[src/core/dcbist_defines.svh]
// Offsets, field positions, reset values and counts of the cache self-test engine
`ifndef DCBIST_DEFINES_SVH
`define DCBIST_DEFINES_SVH

// Diagnose register indexes on the register port
`define DCB_IDX_CFG      5'h00
`define DCB_IDX_TAG_WR   5'h01
`define DCB_IDX_DW_WR    5'h02
`define DCB_IDX_DWP_WR   5'h06
`define DCB_IDX_TAG_RB   5'h0a
`define DCB_IDX_DW_RB    5'h0c
`define DCB_IDX_DWP_RB   5'h10
`define DCB_IDX_LAST     5'h13

// Configuration register bit positions
`define DCB_BIT_TEST     20
`define DCB_BIT_SELFTEST 19
`define DCB_BIT_SSTEP    18
`define DCB_BIT_DREAD    17
`define DCB_BIT_FWD      16
`define DCB_BIT_FULL     15
`define DCB_ADDR_MSB     14
`define DCB_ADDR_LSB     3

// Widths and polynomials
`define DCB_ADDR_W       12
`define DCB_TAG_W        23
`define DCB_DW_W         66
`define DCB_ADDR_TAPS    12'h84c
`define DCB_TAG_TAPS     23'h400010
`define DCB_DW_TAPS      66'h2_0000_0000_0000_0301

// Entries stepped by one full sweep: every non-zero address once
`define DCB_SWEEP_STEPS  4095
`define DCB_CFG_RESET    32'h0000_0000
`define DCB_ADDR_RESET   12'h001

`endif

[src/core/dcbist_pkg.sv]
// Types shared by the cache self-test engine
package dcbist_pkg;
   typedef enum logic [2:0] {
      DCB_IDLE, DCB_READ1, DCB_WRITE, DCB_READ2, DCB_DREAD, DCB_DWRITE
   } dcbist_state_t;
endpackage

[src/core/dcbist_step_if.sv]
// Control and data of one shift-register unit (address LFSR or signature)
`timescale 1ns/1ns
interface dcbist_step_if #(parameter int W = 12);
   logic         load;
   logic         step;
   logic         clr;
   logic         mode;
   logic [W-1:0] din;
   logic [W-1:0] q;
   logic [W-1:0] nq;
   modport ctl  (output load, step, clr, mode, din, input q, nq);
   modport unit (input load, step, clr, mode, din, output q, nq);
endinterface

[src/core/dcbist_lfsr.sv]
// Address LFSR with forward and exactly inverse reverse step
`timescale 1ns/1ns
module dcbist_lfsr
   import dcbist_pkg::*;
#(
   parameter int             W     = 12,
   parameter logic [W-1:0]   TAPS  = 12'h84c,
   parameter logic [W-1:0]   RESET = 12'h001
) (
   input  wire logic clk_in,
   input  wire logic resetn_in,
   dcbist_step_if.unit u
);
   logic [W-1:0] fwd;
   logic [W-1:0] rev;
   initial begin
      if (W < 2 || !TAPS[W-1]) $error("dcbist_lfsr: bad width or taps");
   end

   // Reverse feedback recovers the bit that the forward step shifted out
   assign fwd  = {u.q[W-2:0], ^(u.q & TAPS)};
   assign rev  = {u.q[0] ^ (^(u.q[W-1:1] & TAPS[W-2:0])), u.q[W-1:1]};
   assign u.nq = u.clr ? RESET : u.load ? u.din :
                 u.step ? (u.mode ? fwd : rev) : u.q;

   always_ff @(posedge clk_in) begin
      if (!resetn_in) begin
         u.q <= RESET;
      end else begin
         u.q <= u.nq;
      end
   end
endmodule

[src/core/dcbist_misr.sv]
// Read-back register that loads read data or compresses it into a signature
`timescale 1ns/1ns
module dcbist_misr
   import dcbist_pkg::*;
#(
   parameter int           W    = 23,
   parameter logic [W-1:0] TAPS = 23'h400010
) (
   input  wire logic clk_in,
   input  wire logic resetn_in,
   dcbist_step_if.unit u
);
   initial begin
      if (W < 2 || !TAPS[W-1]) $error("dcbist_misr: bad width or taps");
   end

   // Capture wins over a clear arriving in the same cycle
   assign u.nq = u.load ? u.din :
                 u.step ? ({u.q[W-2:0], ^(u.q & TAPS)} ^ u.din) :
                 u.clr  ? '0 : u.q;

   always_ff @(posedge clk_in) begin
      if (!resetn_in) begin
         u.q <= '0;
      end else begin
         u.q <= u.nq;
      end
   end
endmodule

[src/core/dcbist_engine.sv]
// Self-test and diagnose engine of the two-way L1 data cache
//
// Notes on behaviour
// - Diagnose reads or writes any single tag, dirty or data entry.
// - Test mode disables normal cache accesses; only this engine uses arrays.
// - Self-test select set starts self-test; clear starts diagnose access.
// - Single step tests one entry and advances LFSR; else sweep all.
// - Diagnose read bit picks read or write; ignored under self-test.
// - Direction bit set steps LFSR forward, clear steps it in reverse.
// - Address field 12 bits: 10 for tag/dirty, 11 for data, last for group.
// - Bit 27 picks doubleword pair or whole group per full-line bit.
// - In self-test the address field runs as a 12-bit LFSR.
// - Data arrays' eleventh address bits equal, or complementary if full-line.
// - Forward polynomial x12+x7+x4+x3+1; reverse uses its reciprocal.
// - Write-only registers supply tag, dirty and data write values.
// - Diagnose writes one tag group; self-test writes both; even parity.
// - Write words 0 and 2 routed by bit 27 through the left array.
// - Write words 1 and 3 routed by bit 27 xor full-line, right array.
// - Each parity register holds two even parity bits per doubleword.
// - Read-back registers take read data or signatures; any write to them clears all, except in a capture or signature step cycle.
// - Tag read-back compresses 23 bits with x23+x5+1 in self-test.
// - Data read-back compresses 64 data plus 2 parity, x66+x10+x9+x+1.
// - Tag read-back 0 and 1 return group 0 and group 1 bits.
// - Data read-back words map to left/right upper/lower array halves.
// - Diagnose instruction in test mode starts self-test, or diagnose read or write.
// - Self-test: 3 cycles single step, full sweep longer; sync stalls.
// - Self-test writes only when LFSR last bit set; tag also bit 27.
`timescale 1ns/1ns
`include "dcbist_defines.svh"
module dcbist_engine
   import dcbist_pkg::*;
#(
   parameter int SWEEP_STEPS = `DCB_SWEEP_STEPS
) (
   input  wire logic                  clk_in,
   input  wire logic                  resetn_in,
   // Diagnose register port
   input  wire logic                  reg_wr_in,
   input  wire logic                  reg_rd_in,
   input  wire logic [4:0]            reg_sel_in,
   input  wire logic [63:0]           reg_wdata_in,
   output logic      [63:0]           reg_rdata_out,
   // Pipeline side
   input  wire logic                  diag_issue_in,
   output logic                       busy_out,
   output logic                       cache_disable_out,
   // Tag and dirty array
   output logic      [9:0]            tag_addr_out,
   output logic      [1:0]            tag_we_out,
   output logic      [`DCB_TAG_W-1:0] tag_wdata_out,
   input  wire logic [`DCB_TAG_W-1:0] tag_rdata0_in,
   input  wire logic [`DCB_TAG_W-1:0] tag_rdata1_in,
   // Left and right data arrays, upper and lower halves
   output logic      [10:0]           left_addr_out,
   output logic      [10:0]           right_addr_out,
   output logic                       data_we_out,
   output logic      [`DCB_DW_W-1:0]  left_upper_wdata_out,
   output logic      [`DCB_DW_W-1:0]  right_upper_wdata_out,
   output logic      [`DCB_DW_W-1:0]  left_lower_wdata_out,
   output logic      [`DCB_DW_W-1:0]  right_lower_wdata_out,
   input  wire logic [`DCB_DW_W-1:0]  left_upper_rdata_in,
   input  wire logic [`DCB_DW_W-1:0]  right_upper_rdata_in,
   input  wire logic [`DCB_DW_W-1:0]  left_lower_rdata_in,
   input  wire logic [`DCB_DW_W-1:0]  right_lower_rdata_in
);
   localparam int AW = `DCB_ADDR_W;

   dcbist_state_t      state;
   dcbist_state_t      next_state;
   logic               cache_test_mode;
   logic               selftest_select;
   logic               single_step_select;
   logic               diag_read_select;
   logic               lfsr_forward_select;
   logic               full_line_select;
   logic [11:0]        step_count;
   logic [`DCB_TAG_W-1:0] tag_dirty_write_data;
   logic [`DCB_DW_W-1:0]  data_write [4];
   logic [`DCB_DW_W-1:0]  rb_din [4];
   logic               cfg_wr;
   logic               rb_clear;
   logic               sweep_done;
   logic [AW-1:0]      next_addr;

   dcbist_step_if #(.W(AW))         addr_if ();
   dcbist_step_if #(.W(`DCB_TAG_W)) tag_if [2] ();
   dcbist_step_if #(.W(`DCB_DW_W))  dw_if [4] ();

   initial begin
      if (SWEEP_STEPS < 1 || SWEEP_STEPS > 4095) begin
         $error("dcbist_engine: SWEEP_STEPS out of range");
      end
   end

   // Register index helpers used by the write decode and read-back clear only
   function automatic logic in_group(input logic [4:0] sel,
                                     input logic [4:0] base,
                                     input logic [4:0] cnt);
      in_group = (sel >= base) && (sel < base + cnt);
   endfunction

   function automatic logic [1:0] group_idx(input logic [4:0] sel,
                                            input logic [4:0] base);
      logic [4:0] d;
      d = sel - base;
      group_idx = d[1:0];
   endfunction

   // Data array index: ten common bits plus the per-array eleventh bit
   function automatic logic [10:0] data_index(input logic [AW-1:0] a,
                                              input logic flip);
      data_index = {a[AW-1:2], a[1] ^ flip};
   endfunction

   // Configuration is frozen while an operation runs
   assign cfg_wr = reg_wr_in && reg_sel_in == `DCB_IDX_CFG && state == DCB_IDLE;
   assign rb_clear = reg_wr_in && in_group(reg_sel_in, `DCB_IDX_TAG_RB, 5'd10);
   assign sweep_done = single_step_select ||
                       step_count == 12'(SWEEP_STEPS - 1);

   // Configuration register
   always_ff @(posedge clk_in) begin
      if (!resetn_in) begin
         cache_test_mode     <= 1'b0;
         selftest_select     <= 1'b0;
         single_step_select  <= 1'b0;
         diag_read_select    <= 1'b0;
         lfsr_forward_select <= 1'b0;
         full_line_select    <= 1'b0;
      end else if (cfg_wr) begin
         cache_test_mode     <= reg_wdata_in[`DCB_BIT_TEST];
         selftest_select     <= reg_wdata_in[`DCB_BIT_SELFTEST];
         single_step_select  <= reg_wdata_in[`DCB_BIT_SSTEP];
         diag_read_select    <= reg_wdata_in[`DCB_BIT_DREAD];
         lfsr_forward_select <= reg_wdata_in[`DCB_BIT_FWD];
         full_line_select    <= reg_wdata_in[`DCB_BIT_FULL];
      end
   end

   // Write-only data registers; parity writes touch only the top two bits
   always_ff @(posedge clk_in) begin
      if (!resetn_in) begin
         tag_dirty_write_data <= '0;
         for (int i = 0; i < 4; i++) begin
            data_write[i] <= '0;
         end
      end else if (reg_wr_in) begin
         if (reg_sel_in == `DCB_IDX_TAG_WR) begin
            tag_dirty_write_data <= reg_wdata_in[`DCB_TAG_W-1:0];
         end
         if (in_group(reg_sel_in, `DCB_IDX_DW_WR, 5'd4)) begin
            data_write[group_idx(reg_sel_in, `DCB_IDX_DW_WR)][63:0]
               <= reg_wdata_in;
         end
         if (in_group(reg_sel_in, `DCB_IDX_DWP_WR, 5'd4)) begin
            data_write[group_idx(reg_sel_in, `DCB_IDX_DWP_WR)][65:64]
               <= reg_wdata_in[1:0];
         end
      end
   end

   // Address LFSR: loaded by config writes, stepped after each entry
   assign addr_if.load = cfg_wr;
   assign addr_if.din  = reg_wdata_in[`DCB_ADDR_MSB:`DCB_ADDR_LSB];
   assign addr_if.step = state == DCB_READ2;
   assign addr_if.mode = lfsr_forward_select;
   assign addr_if.clr  = 1'b0;

   dcbist_lfsr #(
      .W     (AW),
      .TAPS  (`DCB_ADDR_TAPS),
      .RESET (`DCB_ADDR_RESET)
   ) u_addr (
      .clk_in    (clk_in),
      .resetn_in (resetn_in),
      .u         (addr_if.unit)
   );

   // Operation sequencer
   always_comb begin
      next_state = state;
      unique case (state)
         DCB_IDLE: begin
            if (diag_issue_in && cache_test_mode) begin
               if (selftest_select) begin
                  next_state = DCB_READ1;
               end else if (diag_read_select) begin
                  next_state = DCB_DREAD;
               end else begin
                  next_state = DCB_DWRITE;
               end
            end
         end
         DCB_READ1:  next_state = DCB_WRITE;
         DCB_WRITE:  next_state = DCB_READ2;
         DCB_READ2:  next_state = sweep_done ? DCB_IDLE : DCB_READ1;
         DCB_DREAD:  next_state = DCB_IDLE;
         DCB_DWRITE: next_state = DCB_IDLE;
      endcase
   end

   always_ff @(posedge clk_in) begin
      if (!resetn_in) begin
         state <= DCB_IDLE;
      end else begin
         state <= next_state;
      end
   end

   always_ff @(posedge clk_in) begin
      if (!resetn_in) begin
         step_count <= '0;
      end else if (state == DCB_IDLE) begin
         step_count <= '0;
      end else if (state == DCB_READ2) begin
         step_count <= step_count + 12'h001;
      end
   end

   // Pipeline status; a sync stalls while busy_out is high
   always_ff @(posedge clk_in) begin
      if (!resetn_in) begin
         busy_out          <= 1'b0;
         cache_disable_out <= 1'b0;
      end else begin
         busy_out          <= next_state != DCB_IDLE;
         cache_disable_out <= cfg_wr ? reg_wdata_in[`DCB_BIT_TEST]
                                     : cache_test_mode;
      end
   end

   // Array addresses follow the LFSR value the next cycle will hold
   assign next_addr = addr_if.nq;

   always_ff @(posedge clk_in) begin
      if (!resetn_in) begin
         tag_addr_out   <= '0;
         left_addr_out  <= '0;
         right_addr_out <= '0;
      end else begin
         tag_addr_out   <= next_addr[AW-1:2];
         left_addr_out  <= data_index(next_addr, 1'b0);
         right_addr_out <= data_index(next_addr,
                              cfg_wr ? reg_wdata_in[`DCB_BIT_FULL]
                                     : full_line_select);
      end
   end

   // Write enables, with the self-test write mask from the address bits
   always_ff @(posedge clk_in) begin
      if (!resetn_in) begin
         tag_we_out  <= 2'b00;
         data_we_out <= 1'b0;
      end else begin
         tag_we_out  <= 2'b00;
         data_we_out <= 1'b0;
         if (next_state == DCB_WRITE) begin
            data_we_out <= addr_if.q[0];
            tag_we_out  <= {2{addr_if.q[0] & addr_if.q[1]}};
         end else if (next_state == DCB_DWRITE) begin
            data_we_out <= 1'b1;
            tag_we_out  <= addr_if.q[0] ? 2'b10 : 2'b01;
         end
      end
   end

   // Left array carries words 0 and 2, right array words 1 and 3
   assign tag_wdata_out         = tag_dirty_write_data;
   assign left_upper_wdata_out  = data_write[0];
   assign left_lower_wdata_out  = data_write[2];
   assign right_upper_wdata_out = data_write[1];
   assign right_lower_wdata_out = data_write[3];

   // Read-back and signature registers
   assign rb_din[0] = left_upper_rdata_in;
   assign rb_din[1] = right_upper_rdata_in;
   assign rb_din[2] = left_lower_rdata_in;
   assign rb_din[3] = right_lower_rdata_in;

   assign tag_if[0].din = tag_rdata0_in;
   assign tag_if[1].din = tag_rdata1_in;

   for (genvar g = 0; g < 2; g++) begin : g_tag
      assign tag_if[g].load = state == DCB_DREAD;
      assign tag_if[g].step = state == DCB_READ1 ||
                              state == DCB_READ2;
      assign tag_if[g].clr  = rb_clear;
      assign tag_if[g].mode = 1'b0;
      dcbist_misr #(
         .W    (`DCB_TAG_W),
         .TAPS (`DCB_TAG_TAPS)
      ) u_tag (
         .clk_in    (clk_in),
         .resetn_in (resetn_in),
         .u         (tag_if[g].unit)
      );
   end

   for (genvar g = 0; g < 4; g++) begin : g_dw
      assign dw_if[g].din  = rb_din[g];
      assign dw_if[g].load = state == DCB_DREAD;
      assign dw_if[g].step = state == DCB_READ1 ||
                             state == DCB_READ2;
      assign dw_if[g].clr  = rb_clear;
      assign dw_if[g].mode = 1'b0;
      dcbist_misr #(
         .W    (`DCB_DW_W),
         .TAPS (`DCB_DW_TAPS)
      ) u_dw (
         .clk_in    (clk_in),
         .resetn_in (resetn_in),
         .u         (dw_if[g].unit)
      );
   end

   // Register read port; write-only and unmapped indexes read as zero
   always_ff @(posedge clk_in) begin
      if (!resetn_in) begin
         reg_rdata_out <= '0;
      end else if (reg_rd_in) begin
         reg_rdata_out <= '0;
         if (reg_sel_in == `DCB_IDX_CFG) begin
            reg_rdata_out[`DCB_BIT_TEST]     <= cache_test_mode;
            reg_rdata_out[`DCB_BIT_SELFTEST] <= selftest_select;
            reg_rdata_out[`DCB_BIT_SSTEP]    <= single_step_select;
            reg_rdata_out[`DCB_BIT_DREAD]    <= diag_read_select;
            reg_rdata_out[`DCB_BIT_FWD]      <= lfsr_forward_select;
            reg_rdata_out[`DCB_BIT_FULL]     <= full_line_select;
            reg_rdata_out[`DCB_ADDR_MSB:`DCB_ADDR_LSB] <= addr_if.q;
         end else if (reg_sel_in == `DCB_IDX_TAG_RB) begin
            reg_rdata_out[`DCB_TAG_W-1:0] <= tag_if[0].q;
         end else if (reg_sel_in == `DCB_IDX_TAG_RB + 5'd1) begin
            reg_rdata_out[`DCB_TAG_W-1:0] <= tag_if[1].q;
         end else if (reg_sel_in == `DCB_IDX_DW_RB) begin
            reg_rdata_out <= dw_if[0].q[63:0];
         end else if (reg_sel_in == `DCB_IDX_DW_RB + 5'd1) begin
            reg_rdata_out <= dw_if[1].q[63:0];
         end else if (reg_sel_in == `DCB_IDX_DW_RB + 5'd2) begin
            reg_rdata_out <= dw_if[2].q[63:0];
         end else if (reg_sel_in == `DCB_IDX_DW_RB + 5'd3) begin
            reg_rdata_out <= dw_if[3].q[63:0];
         end else if (reg_sel_in == `DCB_IDX_DWP_RB) begin
            reg_rdata_out[1:0] <= dw_if[0].q[65:64];
         end else if (reg_sel_in == `DCB_IDX_DWP_RB + 5'd1) begin
            reg_rdata_out[1:0] <= dw_if[1].q[65:64];
         end else if (reg_sel_in == `DCB_IDX_DWP_RB + 5'd2) begin
            reg_rdata_out[1:0] <= dw_if[2].q[65:64];
         end else if (reg_sel_in == `DCB_IDX_DWP_RB + 5'd3) begin
            reg_rdata_out[1:0] <= dw_if[3].q[65:64];
         end
      end
   end
endmodule

[config.mk]
export PLATFORM = sky130hd
export DESIGN_NAME = dcbist_engine
export DESIGN_NICKNAME = d
export VERILOG_FILES = /design/src/core/dcbist_pkg.sv /design/src/core/dcbist_step_if.sv /design/src/core/dcbist_lfsr.sv /design/src/core/dcbist_misr.sv /design/src/core/dcbist_engine.sv
export VERILOG_INCLUDE_DIRS = /design/src /design/src/core
export SDC_FILE = /design/constraint.sdc
export NUM_CORES = 1
export LEC_CHECK = 0
export BUFFER_PORTS_ARGS = -buffer_cell sky130_fd_sc_hd__buf_2
export CORE_ASPECT_RATIO = 0.6
export CORE_MARGIN = 8
export CORE_UTILIZATION = 27
export DETAILED_ROUTE_END_ITERATION = 10
export PLACE_DENSITY_LB_ADDON = 0.12
export SLEW_MARGIN = 20
export SYNTH_ARGS = -nofsm -noshare
export SYNTH_HDL_FRONTEND = slang
export SYNTH_SLANG_ARGS = --single-unit
export TNS_END_PERCENT = 5
[constraint.sdc]
create_clock -name clk_in -period 9.4 [get_ports clk_in]
set_input_delay 1.88 -clock clk_in [delete_from_list [all_inputs] [get_ports clk_in]]
set_output_delay 1.88 -clock clk_in [all_outputs]
set_load 0.1 [all_outputs]
Word level (Yosys, flattened, before mapping) --
Memories as Yosys holds them, arrays and structs flattened. Cells that the tools add are included.
Word-level totals: bits of input ports 384, memories kept 1, bits in registers 455, RAM bits 264
Memories:
- data_write | words 4, bits a word 66, rd ports 4, clocked after memory_dff 0, write ports 4, line dcbist_engine.sv:78 | logic [`DCB_DW_W-1:0] data_write [4];
Operators by class: reductions and logical operators 27, order comparisons 6, add/sub/neg operators 3, bitwise logic cells 10, equal/unequal tests 19, muxes and demuxes 59
Operators with widths (number):
- $mux W66 | 11
- $reduce_xor A66 Y1 | 4
- $xor A66 B66 Y66 | 4
- $mux W64 | 3
- $mux W23 | 7
- $reduce_or A66 Y1 | 2
- $mux W41 | 2
- $mux W62 | 1
- $reduce_xor A23 Y1 | 2
- $xor A23 B23 Y23 | 2
- $mux W43 | 1
- $mux W12 | 3
- $eq A5 B4 Y1 const B | 6
- $mux W2 | 12
- $eq A5 B5 Y1 const B | 4
- $mux W18 | 1
- $pmux W3 S5 | 1
- $mux W1 | 14
- $add A12 B1 Y12 const B | 1
- $eq A12 B12 Y1 const B | 1
- $reduce_xor A12 Y1 | 1
- $reduce_xor A11 Y1 | 1
- $eq A3 B2 Y1 const B | 3
- $eq A3 B3 Y1 const B | 3
- other kinds (21) | 34

Depth between registers and ports, before layout --
Gate-level depths: netlist of run 1.
depth in word-level cells 12, mapped depth 9, mapped depth without buffers 6

Cells and area by module --
From an unflattened synthesis of run 1, not the netlist that was laid out.
Second synthesis, totals: cells, all modules 3929, area, all modules 36238.5 um^2
By module, submodules not included:
- dcbist_engine | cells an instance 1436, area an instance 16673.5 um^2, instances 1
- dcbist_misr (g_dw[0].u_dw ...) | cells an instance 502, area an instance 3880.0 um^2, instances 4
- dcbist_misr (g_tag[0].u_tag ...) | cells an instance 191, area an instance 1624.1 um^2, instances 2
- dcbist_lfsr | cells an instance 103, area an instance 797.0 um^2, instances 1

Worst setup path before layout of run 1 --
Ideal clock, no wire load.
kind input to register, from input port reg_sel_in[4], to memory data_write[1][0] in the netlist's numbering (enable), library setup time 0.574 ns, path slack 1.542 ns, arrival time 7.283 ns, cell stages on the path 5, cell sequence buf_2 > nor2b_2 > nand2_1 > or3_1 > o21ai_0
RTL lines:
- from (decl) | line dcbist_engine.sv:40 | input wire logic [4:0] reg_sel_in,
- to (decl) | line dcbist_engine.sv:78

==> results of run 1 <==
## worst reg2reg max path: cells and delay by family, from the launching register on
| family | cells | cell delay (ns) |
|---|---|---|
| AOI/OAI and AO/OA | 1 | 0.22 |
| DFF | 1 | 0.44 |
| and+or+nand+nor | 4 | 1.00 |
| buffers and inverters | 2 | 1.60 |
## metal layers
layer | share of wire (%) | GRT usage (%)
met3 | 6.3 | 5.12
met1 | 45 | 28.8
met5 | 0.15 | 0
met4 | 2.9 | 6.84
met2 | 45 | 32.1
## cells in the final DEF, fill, tap and decap left out, types with 130 or more instances in the layout
master	count
nor3b_1	218
a21oi_1	144
nor2_1	613
a221oi_1	274
dfxtp_1	435
and2_1	137
and3_1	130
buf_2	768
edfxtp_1	264
o21ai_0	336
## power by group
part / internal (mW) / switching (mW)
Clock: 1.69 / 1.37
Combinational: 0.157 / 0.852
Sequential: 3.22 / 0.0296
Total: 5.06 / 2.25
## state kept, by name, indices dropped and copies added (netlist names)
| register | flops |
|---|---|
| right_addr_out | 1 |
| step_count | 12 |
| data_we_out | 1 |
| full_line_select | 1 |
| tag_we_out | 2 |
| data_write | 264 |
| busy_out | 1 |
| single_step_select | 1 |
| g_dw.u_dw.u.q | 264 |
| cache_disable_out | 1 |
| reg_rdata_out | 64 |
| state | 3 |
| diag_read_select | 1 |
| g_tag.u_tag.u.q | 46 |
| u_addr.u.q | 12 |
| selftest_select | 1 |
| tag_wdata_out | 23 |
| addr_if.mode | 1 |
## final timing paths
check,from,to,slack [ns],depth (start not counted)
min reg2reg,reg_rdata_out[22],reg_rdata_out[22],0.45,2
max reg2reg,state[1],g_dw[2].u_dw.u.q[23],6.05,7
max,resetn_in,data_write[1][33],4.83,5
min,reg_rdata_out[22],reg_rdata_out[22],0.45,2
## metrics by stage
step	power, mW	setup WS [ns]
6_report	7.31	4.83
5_1_grt	7.57	4.68
4_1_cts	7.42	4.85
3_5_place_dp	4.33	4.11
3_3_place_gp	4.33	4.14
2_1_floorplan	4.02	1.54
## area by class of cell
cell class	count	area (µm²)
fillers	12366	79100
flip-flops and latches	699	16600
multi-input cells	2331	14300
repair buffers	813	4230
clock buffers	106	2180
well taps	1600	2000
clock inverters	32	250
diodes	42	105
inverters	9	41.3
## logic make-up after synthesis
logic type,share of synthesized area (%)
adders and majority gates,0.0775
and+or+nand+nor,19.9
muxes,3.73
DFF,51.5
AOI/OAI and AO/OA,19.3
buffers and inverters,4.56
xor gates and xnor gates,0.868
==> summary.md, run 1 <==
| Metric | Value |
|---|---|
| Post-CTS resize count | `0` |
| Die ar. | `0.131 mm²` |
| Final worst path period share | `48.6%` |
| Crit-path most repeated cell | `buf_4` |
| # rows | `98` |
| Die height | `284 µm` |
| Max-Cap Viols | `0` |
| P_leak | `15.3 nW` |
| Port Buffers | `771` |
| Synth cell types | `56` |
| TritonCTS clock tree | `yes` |
| Seq cells post-synth | `699` |
| Crit. End Element | `flip-flop` |
| Min cycle time layout | `4.57 ns` |
| Area share of the largest cell type after synthesis | `27.0%` |
| IO Count | `772` |
| Share of cells above drive strength 1 | `25.4%` |
| Layout area overhead | `23.1%` |
| Fin Clk Skew | `0.0288 ns` |
| Power per cell area | `184 mW/mm²` |
| CP max FO | `47` |
| First-pass DRT Iterations | `5` |
| Clock latency at the later pin of the worst-skew pair | `0.67 ns` |
| Main synth FF type | `dfxtp_1` |
| Most frequent cell after synthesis | `nor2_1` |
| Post-route insts no fill | `5632` |
| Max-slew violations | `0` |
| Synth top cells by count | `617 x nor2_1, 435 x dfxtp_1, 339 x o21ai_0` |
| Cell taking the most area after synthesis | `dfxtp_1` |
| DRC violations left | `0` |
| Hold bufs inserted after CTS | `0` |
| Num CTS Buffers | `77` |
| Drt via density | `5.09` |
| Die Wd | `462 µm` |
| Fmax | `219 MHz` |
| Number of synthesized flops with an enable pin | `264` |
| Longest Clk Path Bufs | `3` |
| Placed wire-length estimate | `101000 µm` |
| Most area-consuming cells after synthesis | `dfxtp_1 27%, edfxtp_1 25%, a221oi_1 7.4%` |
| Post-Syn Nets | `3755` |
| Final layout net count | `4317` |
| Largest net degree at the start of global routing | `223` |
| Worst-Margin Slew | `1.25 ns` |
| Initial Util | `27.2%` |
| CP cell instances | `buf_4 -> nand2_1 -> or3_1 -> o21ai_4 -> buf_4` |
| Dpl cell area | `0.0372 mm²` |
| Post-CTS setup buffers | `0` |
| Core ar. | `0.119 mm²` |
| Setup-failing EPs final | `0` |
| Placed cells | `5452` |
| Bufs and invs on worst path | `2` |
| Initial detailed-routing violation count | `2590` |
| Synth warn | `0` |
| Initial antenna violation count | `92` |
| Reg clk slew, reported paths | `0.06 ns` |
| TNS Setup | `0 ns` |
| DR WL/cell | `25.6 µm` |
| GRT overflow | `0` |
| CTS Sinks | `699` |
| Total Routing Usage GR | `20.9%` |
| Post-DRT Antenna Nets | `0` |
| Syn Inst Count | `3369` |
| Post-synth ARST share | `0%` |
| RSZ-0062 raised after global routing | `false` |
| H-tree levels | `3` |
| CP peak stage delay | `0.73 ns` |
| Clock Tree Root | `clkbuf_16` |
| Worst Path Arrival | `4.86 ns` |
| Number of global-route vias before repair | `27200` |
| First-pass GRT wire length | `207000 µm` |
| Syn avg cell area | `9.58 µm²` |
| Total Routed Length | `144000 µm` |
| Hold Vio Cnt, Final | `0` |
| Netlist Area Pre-Place | `0.0323 mm²` |
| Worst hold slack | `0.449 ns` |
| Final Cell Area | `0.0397 mm²` |
| CP max-delay cell | `buf_4` |
| Final RePlAce weighted congestion | `0.784` |
| Post-route core utilization | `33.4%` |
| Delay-heaviest family, CP | `buffers and inverters` |
| Outcome | `finished clean` |
| Critical path class | `in -> reg` |
| Max rail drop VDD | `122 µV` |
| Hold WC Path Type | `reg -> reg` |
| Sequential area share after synthesis | `51.5%` |
| Via count | `28674` |
| Worst EP required | `9.69 ns` |
| Slew margin rel. | `16.7%` |
| Category of the worst setup path launch point | `primary input` |
Power figures use the tool's default switching activity.
==> inputs of run 2 (changes only) <==
==> constraint.sdc (replaced) <==
create_clock -name clk_in -period 4.7 [get_ports clk_in]
set_input_delay 0.94 -clock clk_in [delete_from_list [all_inputs] [get_ports clk_in]]
set_output_delay 0.94 -clock clk_in [all_outputs]
set_load 0.1 [all_outputs]
==> summary.md, run 2 (same netlist as run 1, synthesis figures left out) <==
| Metric | Value |
|---|---|
| Outcome | `finished clean (unchanged)` |
| Worst hold path cell count | `2 (unchanged)` |
| Die Wd | `462 µm (unchanged)` |
| Hold bufs inserted after CTS | `0 (unchanged)` |
| GRT overflow | `0 (unchanged)` |
| Share of cells above drive strength 1 | `25.6% (was 25.4%)` |
| Bufs and invs on worst path | `1 (was 2)` |
| CP max FO | `9 (was 47)` |
| Num CTS Buffers | `78 (was 77)` |
| Drt via density | `5.13 (was 5.09)` |
| Layout area overhead | `23.9% (was 23.1%)` |
| Reg2Reg Depth | `5 (was 7)` |
| Post-DRT Antenna Nets | `0 (unchanged)` |
| Total Routing Usage GR | `20.9% (about the same)` |
| RSZ-0062 raised after global routing | `false (unchanged)` |
| Final layout net count | `4331 (was 4317)` |
| Die ar. | `0.131 mm² (unchanged)` |
| Min cycle time layout | `2.89 ns` |
| Largest net degree at the start of global routing | `149 (was 223)` |
| Max-Cap Viols | `0 (unchanged)` |
| Hold WC Path Type | `reg -> reg (unchanged)` |
| First-pass DRT Iterations | `5 (unchanged)` |
| Clock Tree Root | `clkbuf_16 (unchanged)` |
| Worst hold slack | `0.450 ns (was 0.449 ns)` |
| Post-CTS resize count | `0 (unchanged)` |
| Most frequent cells in the layout | `768 x buf_2, 614 x nor2_1, 435 x dfxtp_1 (was 768 x buf_2, 613 x nor2_1, 435 x dfxtp_1)` |
| CP max-delay cell | `dfxtp_1 (was buf_4)` |
| Clock latency at the later pin of the worst-skew pair | `0.66 ns (was 0.67 ns)` |
| Post-CTS setup buffers | `0 (unchanged)` |
| Core ar. | `0.119 mm² (unchanged)` |
| Setup-failing EPs final | `0 (unchanged)` |
| Hold Vio Cnt, Final | `0 (unchanged)` |
| Via count | `28870 (was 28674)` |
| Commonest non-fill, non-tap cell in the layout | `buf_2 (unchanged)` |
| Fmax | `346 MHz` |
| Pre-CTS WS | `1.27 ns (was 4.11 ns)` |
| Worst-Margin Slew | `1.11 ns (was 1.25 ns)` |
| Number of global-route vias before repair | `27309 (was 27200)` |
| Final worst path period share | `61.5%` |
| CTS Sinks | `699 (unchanged)` |
| Die height | `284 µm (unchanged)` |
| Slew margin rel. | `26.2% (was 16.7%)` |
| WP depth | `1 (was 5)` |
| Post-route insts no fill | `5633 (was 5632)` |
| DR WL/cell | `25.5 µm (was 25.6 µm)` |
| TritonCTS clock tree | `yes (unchanged)` |
| Worst Path Arrival | `1.95 ns (was 4.86 ns)` |
| Max rail drop VDD | `258 µV (was 122 µV)` |
| Top flop regs | `data_write (264), g_dw.u_dw.u.q (264), reg_rdata_out (64) (unchanged)` |
| Fin Clk Skew | `0.0252 ns (was 0.0288 ns)` |
| Port Buffers | `771 (unchanged)` |
| Delay-heaviest family, CP | `flip-flops (was buffers and inverters)` |
| Total power | `14.7 mW (was 7.31 mW)` |
| Initial detailed-routing violation count | `2325 (was 2590)` |
| Power per cell area | `368 mW/mm² (was 184 mW/mm²)` |
| # rows | `98 (unchanged)` |
| H-tree levels | `3 (unchanged)` |
| CP cell instances | `buf_2 (was buf_4 -> nand2_1 -> or3_1 -> o21ai_4 -> buf_4)` |
| DRC violations left | `0 (unchanged)` |
| Final RePlAce weighted congestion | `0.799 (was 0.784)` |
| TNS Setup | `0 ns (unchanged)` |
| Max-slew violations | `0 (unchanged)` |
| CP peak stage delay | `0.74 ns (was 0.73 ns)` |
| P_leak | `15.4 nW (was 15.3 nW)` |
| Dpl cell area | `0.0375 mm² (was 0.0372 mm²)` |
| IO Count | `772 (unchanged)` |
| Critical path class | `reg -> out (was in -> reg)` |
| Longest Clk Path Bufs | `3 (unchanged)` |
| Category of the worst setup path launch point | `flip-flop (was primary input)` |
| Placed cells | `5465 (was 5452)` |
| Placed wire-length estimate | `103000 µm (was 101000 µm)` |
| First-pass GRT wire length | `207000 µm (about the same)` |
| Crit. End Element | `output pin (was flip-flop)` |
| Final Cell Area | `0.0400 mm² (was 0.0397 mm²)` |
| Initial Util | `27.2% (unchanged)` |
| Reg clk slew, reported paths | `0.07 ns (was 0.06 ns)` |
| Total Routed Length | `144000 µm (about the same)` |
| Post-route core utilization | `33.7% (was 33.4%)` |
| Worst EP required | `3.76 ns (was 9.69 ns)` |
| Setup slack after layout | `1.81 ns (was 4.83 ns)` |
| Initial antenna violation count | `77 (was 92)` |
-- run 2: cell count changes in the layout (fill, tap and decap cells not counted), sizes merged --
| cell | delta |
|---|---|
| buf | +13 |
| diode | -13 |
| clkinv | -7 |
| clkbuf | +6 |
| bufinv | +2 |
-- run 2: report_power, final --
group          internal, mW  total, mW  switching [mW]
sequential             6.43       6.49          0.0617
combinational         0.329       2.03            1.70
clock                  3.45       6.18            2.73
-- run 2: path summary, 6_finish.rpt --
path	startpoint	endpoint	slack (ns)
max	u_addr.u.q[2]	tag_addr_out[0]	1.81
min	reg_rdata_out[3]	reg_rdata_out[3]	0.45
max reg2reg	state[0]	g_dw[0].u_dw.u.q[49]	1.92
min reg2reg	reg_rdata_out[3]	reg_rdata_out[3]	0.45
-- run 2: metal layers --
metal / share of wire [%] / GRT usage [%] / routed length [µm] / vias to the layer above
met3: 5.5 / 4.28 / 7860 / 211
met4: 2.1 / 4.58 / 3020 / 10
met2: 46 / 33.5 / 66300 / 833
met5: 0.040 / 0 / 58 / -
met1: 46 / 29.0 / 66500 / 14171
li1: - / - / - / 13645
-- run 2: area by class of cell --
| class | instances | area (µm²) |
|---|---|---|
| Multi-Input combinational cell | 2331 | 14300 |
| Timing Repair Buffer | 826 | 4500 |
| Clock inverter | 27 | 273 |
| Sequential cell | 699 | 16600 |
| Fill cell | 12325 | 78800 |
| Clock buffer | 112 | 2170 |
| Inverter | 9 | 41.3 |
| Tap cell | 1600 | 2000 |
| Antenna cell | 29 | 72.6 |
